$ cat src/hw/cmd_status_pkg.sv
/*
 package for the primary command/status/revision register bank:
 offsets, bit positions, reset values, bus carriers.
 assumes an apb master with 32-bit data, aligned word access.
*/
package cmd_status_pkg;
   localparam logic [7:0] cmd_status_off = 8'h04;
   localparam logic [7:0] revision_off = 8'h08;
   localparam int io_en_bit = 0;
   localparam int mem_en_bit = 1;
   localparam int master_en_bit = 2;
   localparam int vga_snoop_bit = 5;
   localparam int parity_resp_bit = 6;
   localparam int serr_en_bit = 8;
   localparam int fast_b2b_bit = 9;
   localparam int stat_cap_list_bit = 20;
   localparam int stat_66mhz_bit = 21;
   localparam int stat_fb2b_cap_bit = 23;
   localparam int stat_dpe_bit = 24;
   localparam int stat_devsel_lo_bit = 25;
   localparam int stat_sta_bit = 27;
   localparam int stat_rta_bit = 28;
   localparam int stat_rma_bit = 29;
   localparam int stat_sse_bit = 30;
   localparam int stat_dpd_bit = 31;
   localparam logic [9:0] cmd_rw_mask = 10'h367;
   localparam logic [9:0] cmd_reset = 10'h000;
   localparam logic [4:0] stat_flags_reset = 5'h00;
   localparam logic [1:0] devsel_medium = 2'h1;
   localparam logic [9:0] vga_pal_a = 10'h3c6;
   localparam logic [9:0] vga_pal_b = 10'h3c8;
   localparam logic [9:0] vga_pal_c = 10'h3c9;

   typedef struct packed
   {
      logic psel;
      logic penable;
      logic pwrite;
      logic [7:0] paddr;
      logic [31:0] pwdata;
   } apb_req_t;

   typedef struct packed
   {
      logic pready;
      logic pslverr;
      logic [31:0] prdata;
   } apb_rsp_t;

   // error events seen on the primary side, one-cycle pulses
   typedef struct packed
   {
      logic parity_err;
      logic target_abort_sig;
      logic target_abort_rcv;
      logic master_abort_rcv;
      logic serr_asserted;
      logic addr_data_parity_err;
   } err_event_t;
endpackage : cmd_status_pkg

$ cat src/hw/cmd_status_regs.sv
/*
 primary command, status and revision registers of the bridge.
 assumes a synchronous apb master on pclk and event inputs already
 synchronised to pclk by the primary bus logic.
*/
// Register access over APB is this design's own decision.
// Operation
// - io claims only while command bit 0
// - memory response only while command bit 1
// - bus master enable gates mastering, secondary
// - special cycle bit reads zero
// - memory write invalidate bit reads zero
// - vga palette decode 3c6 3c8 3c9
// - parity response bit gates parity actions
// - stepping bit read-only zero
// - system error driver only while bit 8
// - fast back-to-back only while bit 9
// - command bits 15:10 read zero
// - capability list bit reads one
// - 66 mhz capable bit reads one
// - fast back-to-back capable reads one
// - data parity flag on perr, bit 6
// - devsel timing fixed medium
// - signaled target abort flag
// - received target abort flag
// - received master abort flag
// - signaled system error flag
// - detected parity error flag, always
// - hardwired 8-bit revision code
`timescale 1ns/1ps
module cmd_status_regs #(
   // arbitrary neutral revision code
   parameter logic [7:0] revision_code = 8'h5a
)
(
   input wire logic pclk,
   input wire logic presetn,
   input wire cmd_status_pkg::apb_req_t apb_req,
   output cmd_status_pkg::apb_rsp_t apb_rsp,
   input wire cmd_status_pkg::err_event_t err_event,
   input wire logic [9:0] io_addr_low,
   input wire logic io_write,
   output logic io_claim_en,
   output logic mem_claim_en,
   output logic master_en,
   output logic sec1_accept_en,
   output logic vga_palette_hit,
   output logic parity_action_en,
   output logic fast_b2b_en,
   output logic primary_system_error_out,
   output logic primary_system_error_oe_n
);
   ////////////////////////////////////////////////////////////////////
   logic [9:0] cmd_r;
   logic [4:0] flags_r;
   logic [4:0] flags_nxt;
   logic [31:0] rdata_r;
   logic [31:0] cmd_word;
   logic wr_cmd;
   logic rd_access;
   logic dpe_set;
   logic [4:0] flag_set;
   logic rd_setup;

   function automatic logic vga_match(input logic [9:0] a);
      vga_match = (a == cmd_status_pkg::vga_pal_a) ||
                  (a == cmd_status_pkg::vga_pal_b) ||
                  (a == cmd_status_pkg::vga_pal_c);
   endfunction : vga_match

   ////////////////////////////////////////////////////////////////////
   // zero-wait slave: answer in the access cycle
   assign rd_access = apb_req.psel && apb_req.penable && !apb_req.pwrite;
   assign wr_cmd = apb_req.psel && apb_req.penable && apb_req.pwrite &&
                   (apb_req.paddr == cmd_status_pkg::cmd_status_off);
   assign rd_setup = apb_req.psel && !apb_req.penable && !apb_req.pwrite;
   assign apb_rsp.pready = 1'b1;
   assign apb_rsp.pslverr = 1'b0;
   assign apb_rsp.prdata = rdata_r;

   // writable bits only; 3,4,7 and 15:10 stay zero
   always_ff @(posedge pclk or negedge presetn)
   begin
      if (!presetn)
         cmd_r <= cmd_status_pkg::cmd_reset;
      else if (wr_cmd)
         cmd_r <= apb_req.pwdata[9:0] & cmd_status_pkg::cmd_rw_mask;
   end

   ////////////////////////////////////////////////////////////////////
   assign io_claim_en = cmd_r[cmd_status_pkg::io_en_bit];
   assign mem_claim_en = cmd_r[cmd_status_pkg::mem_en_bit];
   assign master_en = cmd_r[cmd_status_pkg::master_en_bit];
   assign sec1_accept_en = cmd_r[cmd_status_pkg::master_en_bit];
   // isa aliases kept: upper address bits not looked at
   assign vga_palette_hit = cmd_r[cmd_status_pkg::vga_snoop_bit] &&
                            io_write && vga_match(io_addr_low);
   assign parity_action_en = cmd_r[cmd_status_pkg::parity_resp_bit];
   assign fast_b2b_en = cmd_r[cmd_status_pkg::fast_b2b_bit];
   // open-drain: low level driven only when enabled
   assign primary_system_error_out = 1'b0;
   assign primary_system_error_oe_n =
      !(cmd_r[cmd_status_pkg::serr_en_bit] && err_event.serr_asserted);

   ////////////////////////////////////////////////////////////////////
   // flags order: dpe, sta, rta, rma, sse (bits 24,27..30) plus dpd
   logic dpd_r;
   assign dpe_set = err_event.parity_err &&
                    cmd_r[cmd_status_pkg::parity_resp_bit];
   assign flag_set = {err_event.serr_asserted &&
                      cmd_r[cmd_status_pkg::serr_en_bit],
                      err_event.master_abort_rcv,
                      err_event.target_abort_rcv,
                      err_event.target_abort_sig,
                      dpe_set};
   // set wins over a write-one clear in the same cycle
   assign flags_nxt = flag_set | (flags_r & ~({5{wr_cmd}} &
                      {apb_req.pwdata[30:27], apb_req.pwdata[24]}));

   always_ff @(posedge pclk or negedge presetn)
   begin
      if (!presetn)
         flags_r <= cmd_status_pkg::stat_flags_reset;
      else
         flags_r <= flags_nxt;
   end

   always_ff @(posedge pclk or negedge presetn)
   begin
      if (!presetn)
         dpd_r <= 1'b0;
      else
         dpd_r <= err_event.addr_data_parity_err ||
                  (dpd_r && !(wr_cmd && apb_req.pwdata[31]));
   end

   ////////////////////////////////////////////////////////////////////
   always_comb
   begin
      cmd_word = 32'h0000_0000;
      cmd_word[9:0] = cmd_r;
      cmd_word[cmd_status_pkg::stat_cap_list_bit] = 1'b1;
      cmd_word[cmd_status_pkg::stat_66mhz_bit] = 1'b1;
      cmd_word[cmd_status_pkg::stat_fb2b_cap_bit] = 1'b1;
      cmd_word[cmd_status_pkg::stat_dpe_bit] = flags_r[0];
      cmd_word[26:25] = cmd_status_pkg::devsel_medium;
      cmd_word[30:27] = flags_r[4:1];
      cmd_word[cmd_status_pkg::stat_dpd_bit] = dpd_r;
   end

   // read data registered in setup so it stands in the access cycle
   always_ff @(posedge pclk or negedge presetn)
   begin
      if (!presetn)
         rdata_r <= 32'h0000_0000;
      else if (rd_setup)
         case (apb_req.paddr)
            cmd_status_pkg::cmd_status_off: rdata_r <= cmd_word;
            cmd_status_pkg::revision_off:
               rdata_r <= {24'h00_0000, revision_code};
            default: rdata_r <= 32'h0000_0000;
         endcase
   end
endmodule : cmd_status_regs

$ cat config.mk
export PLATFORM = sky130hd
export DESIGN_NAME = cmd_status_regs
export DESIGN_NICKNAME = d
export VERILOG_FILES = /design/src/hw/cmd_status_pkg.sv /design/src/hw/cmd_status_regs.sv
export SDC_FILE = /design/constraint.sdc
export NUM_CORES = 1
export LEC_CHECK = 0
export BUFFER_PORTS_ARGS = -buffer_cell sky130_fd_sc_hd__buf_2
export CORE_MARGIN = 2
export CORE_UTILIZATION = 30
export DETAILED_ROUTE_END_ITERATION = 10
export PLACE_DENSITY_LB_ADDON = 0.08
export SETUP_SLACK_MARGIN = 0.02
export SLEW_MARGIN = 20
export SYNTH_ARGS = -nofsm -noshare
export SYNTH_HDL_FRONTEND = slang
export SYNTH_SLANG_ARGS = --single-unit
$ cat constraint.sdc
create_clock -name pclk -period 1.2 [get_ports pclk]
set_input_delay 0.06 -clock pclk [delete_from_list [all_inputs] [get_ports pclk]]
set_output_delay 0.06 -clock pclk [all_outputs]
set_load 0.02 [all_outputs]
==> key figures, run 1 <==
Pwr
  – Sequential Power Share: a little over half
  – Pwr dens: just under 1000 mW/mm²
  – Pleak: around 0.95 nW
  – Max IR drop VDD: ~440 µV
  – Internal power: around 1.3 mW
  – Sw Pwr: around 0.42 mW
  – Switching Fraction: approximately a quarter
  – Combinational share of power: approximately an eighth
  – Clock power share: 32.5%

Placement
  – HPWL after DPL: about 2.5 mm
  – Port Buffers: 69
  – GPL Wtd Cong: 0.697
  – DP Worst Slack: -0.0688 ns

STA
  – Final Hold Fails: 0
  – F_max: roughly 920 MHz
  – RSZ-0062 raised after global routing: no
  – Worst-Margin Slew: roughly 0.63 ns
  – Hold WS: around 0.014 ns
  – Final-report max-slew violation count: 0
  – Crit path time final: 1.09 ns
  – Setup WS post-layout: ~0.11 ns
  – Clock Skew: 0.00312 ns
  – Setup TNS: 0 ns
  – Slew margin rel.: slightly below 60%
  – Final worst-path cycle share: between 90% and 100%
  – Endpoints failing setup: 0

Worst setup path
  – R2r startpoint: cmd_r[6]
  – Startpoint types: flop
  – Critical path class: reg2out
  – Crit end category: primary output
  – Required time of the critical path: between 1 and 1.5 ns
  – Crit path max fanout: 3
  – Crit. Startpoint: cmd_r[5]
  – Worst Path Arrival: between 1 and 1.5 ns

Yosys
  – Cells after Synth: 137
  – Synth Area per Inst: a little over 10 µm²
  – Ys async rst share: between 90% and 100%
  – Ys Warns: 0
  – Synth Area in Simple Gates: 20.6%
  – Primary FF master, synth: dfrtp_1
  – Cell taking the most area after synthesis: dfrtp_1
  – Synthesized cell area: roughly 0.0014 mm²
  – Netlist cell types: 27
  – Synth area leaders: dfrtp_1 50%, buf_4 11%, nand2_1 8.0%
  – Most frequent cells after synthesis: 30 x nand2_1, 28 x dfrtp_1, 21 x buf_4
  – Compound-cell area share of the yosys netlist: 10.0%
  – Yosys top cell area share: about half
  – Mux share of post-synthesis cell area: 5.63%
  – Register area share after synthesis: 50.0%
  – Post-Synth XOR/XNOR Area: 0%
  – FF+latch count, synth: 28
  – Largest family of logic cells by synthesized area: simple AND/OR/NAND/NOR gates
  – Most common cell in the netlist: nand2_1
  – Adder-Cell Fraction of Synth Area: 0%
  – EDFF count, synth: 0

Floorplan
  – Top Ports: 105
  – Die H: a little over 70 µm
  – Initial Util: between 30% and 40%
  – Row cnt: 24
  – Full die area: approximately 0.0052 mm²
  – Core area: 0.00441 mm²
  – Die Width: around 72 µm

Global route
  – Initial antenna violation count: 0
  – Vias in the first global route: approximately 1200
  – Gr usage total: ~13%
  – First-pass GRT wire length: between 5 and 6 mm
  – Global route overflow: 0
  – Pin count of the biggest net entering global routing: 29

Drt
  – Antenna Nets Post-Route: 0
  – Via density per instance: 4.39
  – DRT Wirelength: approximately 3.2 mm
  – Top Metal Used: met3
  – Metal2 WL: between 1.5 and 2 mm
  – Detailed Route Iter0 Violations: 55
  – M1 wire length: 1.46 mm
  – Wire per inst: around 12 µm
  – Remaining DRCs: 0
  – WL met3: 195 µm
  – Drt first pass iters: 3
  – Via count: 1147

Clocking
  – Clock transition at path regs: around 0.090 ns
  – Clk sinks: 28
  – Max H-tree Level: 1
  – Clock Latency Late Sink: 0.27 ns
  – Clk Tree Root Cell: clkbuf_8
  – CTS tree: yes
  – Longest Clk Path Bufs: 2
  – Num CTS Buffers: 3

Run status
  – Status: complete, no violations

Finish
  – Register area: between 700 and 800 µm²
  – Multi-input combinational cell area: 568 µm²
  – Fillcell total: roughly 450
  – Layout area overhead: 30.9%
  – Layout cells sized above 1: a little over two fifths
  – Final nets: around 270
  – Diode count: 0

Hold path
  – Hold Path Class: in2reg
  – HP Start: err_event[5]

Flow run
  – Max-cap violations: 0
==> worst max-delay path, cell delays in order (launching register included) <==
cell and delay, ns:
dfrtp_1 0.38, nand4_1 0.08, nor3_1 0.12, buf_2 0.19
==> logic make-up after synthesis <==
group,Yosys count
flip-flops,28
multiplexers,7
AND/OR/NAND/NOR,50
other,2
AO/OA/AOI/OAI,23
buffers and inverters,27
==> worst paths after layout <==
kind                                   end  slack (ns)  cells past startpoint
max                        vga_palette_hit        0.11                      3
min reg2reg                    rdata_r[24]        0.49                      2
max in group asynchronous       rdata_r[9]        0.45                      2
max reg2reg                       cmd_r[6]        0.39                      1
min in group asynchronous       flags_r[1]        0.34                      2
min                             flags_r[0]        0.01                      2
==> registers in the layout (all words and copies together), names as in the netlist <==
name	count
cmd_r	7
flags_r	5
rdata_r	15
dpd_r	1
==> per-stage QoR <==
| stage | total power [mW] | area [µm²] | util [%] | cells |
|---|---|---|---|---|
| 2_1_floorplan | 1.12 | 1450 | - | 151 |
| 3_3_place_gp | 1.20 | 1730 | 39.1 | 252 |
| 3_5_place_dp | 1.20 | 1730 | 39.1 | 252 |
| 4_1_cts | 1.79 | 1830 | 41.5 | 261 |
| 5_1_grt | 1.85 | 1830 | 41.5 | 261 |
| 6_report | 1.77 | 1830 | 41.5 | 261 |
==> layer usage <==
| layer | track usage, % | vias to the layer above |
|---|---|---|
| met5 | 0 | - |
| met1 | 16.4 | 523 |
| met2 | 22.3 | 48 |
| li1 | - | 576 |
| met4 | 1.26 | 0 |
| met3 | 2.50 | 0 |
==> repair_timing <==
action / CTS / global route
buffers inserted: 0 / 0
resized for setup: 0 / 0
endpoints found under the hold margin: 32 / 0
setup endpoints to repair: 0 / 1
hold buffers: 5 / 0
==> cells in the final DEF, fill, tap and decap left out, drive strengths merged <==
cell          n
o31ai         3
nand2        30
nor3b         2
nor4b         1
nand4         6
a21o          4
nand4bb       1
and3          1
dlygate4sd3   5
nor4          1
nor3          1
nor4bb        1
a21oi         2
a22o          1
clkbuf        4
mux2          7
a2bb2oi       1
buf          75
nor2          2
dfrtp        28
o21ai        12
or3b          1
conb         16
inv           1
nand3         1
nor2b         2
==> final cells by class <==
cell class,instances,area share (%)
inverter,1,0.205
tap,52,3.55
clock buffer,4,3.00
multi-input combinational,96,31.0
timing repair buffer,80,24.0
sequential,28,38.2
==> power by group through the flow <==
stage                     clock network, mW  registers, mW  logic (mW)
after floorplan                           0          0.984       0.137
after global placement                    0          0.980       0.216
after detailed placement                  0          0.980       0.219
after CTS                             0.602          0.961       0.232
after global routing                  0.629          0.963       0.256
final                                 0.575          0.961       0.229
Note: power is estimated with default switching activity, not from simulation.
==> inputs of run 2 (changes only) <==
Settings changed: CORE_ASPECT_RATIO set to 1.4.
==> run 2 against run 1 <==
Compared with the run above: combinational power is 3% higher; clock-buffer cell count stayed put; critical endpoint unchanged; cell area rose by 2.7%; sequential power barely moved; largest power group unchanged.
==> key figures, run 2 (synthesized netlist as in run 1, its figures left out) <==
Run status
  – Status: complete, no violations

Floorplan
  – Row cnt: 29
  – Full die area: 0.00524 mm²
  – Die H: 84.8 µm
  – Initial Util: 31.1%
  – Top Ports: roughly 110
  – Core area: roughly 0.0045 mm²
  – Die Width: 61.7 µm

Global route
  – Global route overflow: 0
  – Pin count of the biggest net entering global routing: 29
  – Gr usage total: a little over an eighth
  – Initial antenna violation count: 0
  – Vias in the first global route: 1178
  – First-pass GRT wire length: about 5 mm

Worst setup path
  – Worst Path Arrival: between 1 and 1.5 ns
  – Required time of the critical path: approximately 1.1 ns
  – Slack of the worst reg-to-reg path: ~0.39 ns
  – Crit path max fanout: 3
  – Critical-path cell list: nand4_1 -> nor3_2 -> buf_4
  – CP delay by family, top: flip-flops
  – Critical path class: reg2out
  – Startpoint types: flop
  – Crit. Startpoint: cmd_r[5]
  – CP bufs+invs: 1
  – Worst path depth: 3
  – Crit end category: primary output
  – CP max stage delay: about 0.38 ns
  – Slowest CP cell: dfrtp_1
  – R2R Path End: cmd_r[6]
  – Setup crit end: vga_palette_hit
  – FF-to-FF path depth: 1
  – R2r startpoint: cmd_r[6]

Drt
  – Wire per inst: 11.9 µm
  – Drt first pass iters: 4
  – Via count: between 1000 and 1500
  – Remaining DRCs: 0
  – Via density per instance: 4.35
  – Detailed Route Iter0 Violations: 23
  – Antenna Nets Post-Route: 0
  – DRT Wirelength: approximately 3.3 mm

Finish
  – Diode count: 0
  – Biggest register: rdata_r
  – Layout cells sized above 1: 44.6%
  – Layout area overhead: 34.5%
  – Regs by FF count: rdata_r (15), cmd_r (7), flags_r (5)
  – Fin area: about 0.0019 mm²
  – Max FFs per register: 15
  – Most frequent cells in the layout: 68 x buf_2, 30 x nand2_1, 28 x dfrtp_1
  – Commonest non-fill, non-tap cell in the layout: buf_2
  – Fillcell total: 497
  – Final nets: ~280

Placement
  – GPL Wtd Cong: 0.696
  – HPWL after DPL: 2.59 mm
  – Port Buffers: about 70
  – Placed cell areas: 0.00177 mm²

Pwr
  – Max IR drop VDD: roughly 360 µV
  – Pwr dens: between 900 and 1000 mW/mm²
  – Pleak: 0.973 nW

Clocking
  – Clock transition at path regs: 0.09 ns
  – Clock Latency Late Sink: about 0.27 ns
  – Longest Clk Path Bufs: 2
  – # Post-CTS Setup Buffers: 0
  – Clk Tree Root Cell: clkbuf_8
  – Max H-tree Level: 1
  – Num CTS Buffers: 3
  – Clk sinks: 28
  – CTS tree: yes

STA
  – Final-report max-slew violation count: 0
  – F_max: 929 MHz
  – RSZ-0062 raised after global routing: no
  – Crit path time final: about 1.1 ns
  – Slew margin rel.: between 50% and 60%
  – Final worst-path cycle share: between 80% and 90%
  – Final Hold Fails: 0
  – Endpoints failing setup: 0
  – Worst-Margin Slew: about 0.63 ns
  – Clock Skew: around 0.0013 ns
  – Setup TNS: 0 ns

Hold path
  – Hold Path Class: in2reg

Flow run
  – Max-cap violations: 0
run 2: changes by cell type in the layout (fill, tap and decap cells not counted):
cell	previous run	this run
buf_4	6	11
nor3_1	1	0
buf_2	69	68
nor3_2	0	1
run 2: layer usage:
metal  track usage [%]  routed length, µm  vias up
met5                 0                  0        -
met4              4.64                 48        0
met3              1.98                205        5
met2              22.9               1750       51
met1              15.4               1270      557
li1                  -                  -      582
run 2: how the worst min path moves through the flow:
stage	startpoint	to	slack (ns)	cells past startpoint
finish	apb_req[1]	cmd_r[1]	0.02	2
global route	apb_req[1]	cmd_r[1]	0.005	2
CTS	err_event[5]	flags_r[0]	0.01	2
detailed placement	presetn	rdata_r[2]	0.13	1
global placement	presetn	rdata_r[0]	0.11	1
floorplan	presetn	cmd_r[0]	-0.24	0
run 2: area by class of cell:
type	count	area, µm²	share of cell area [%]
Timing Repair Buffer	84	473	25.1
Tap cell	62	77.6	4.12
Sequential cell	28	701	37.2
Clock buffer	4	55.1	2.92
Inverter	1	3.75	0.199
Multi-Input combinational cell	96	573	30.4
run 2: per-stage QoR:
step	worst slack, ns	total power, mW	hold WS [ns]	std cells	util (%)
6_report	0.124	1.78	0.0190	275	41.9
5_1_grt	0.0382	1.86	0.00541	275	41.9
4_1_cts	0.0351	1.81	0.0121	275	41.7
3_5_place_dp	-0.0704	1.20	0.129	266	39.3
3_3_place_gp	-0.0447	1.20	0.112	266	39.3
2_1_floorplan	0.0949	1.12	-0.236	151	-
run 2: power by group:
part / leakage (nW) / internal (mW) / switching [mW]
Sequential: 0.364 / 0.954 / 0.00654
Combinational: 0.579 / 0.0977 / 0.137
Clock: 0.0288 / 0.294 / 0.288
Total: 0.973 / 1.35 / 0.431
run 2: timing repair:
action	4_1_cts	5_1_grt
gates resized for setup	0	2
endpoints found under the hold margin	32	0
hold buffers	5	0
setup endpoints to repair	0	1
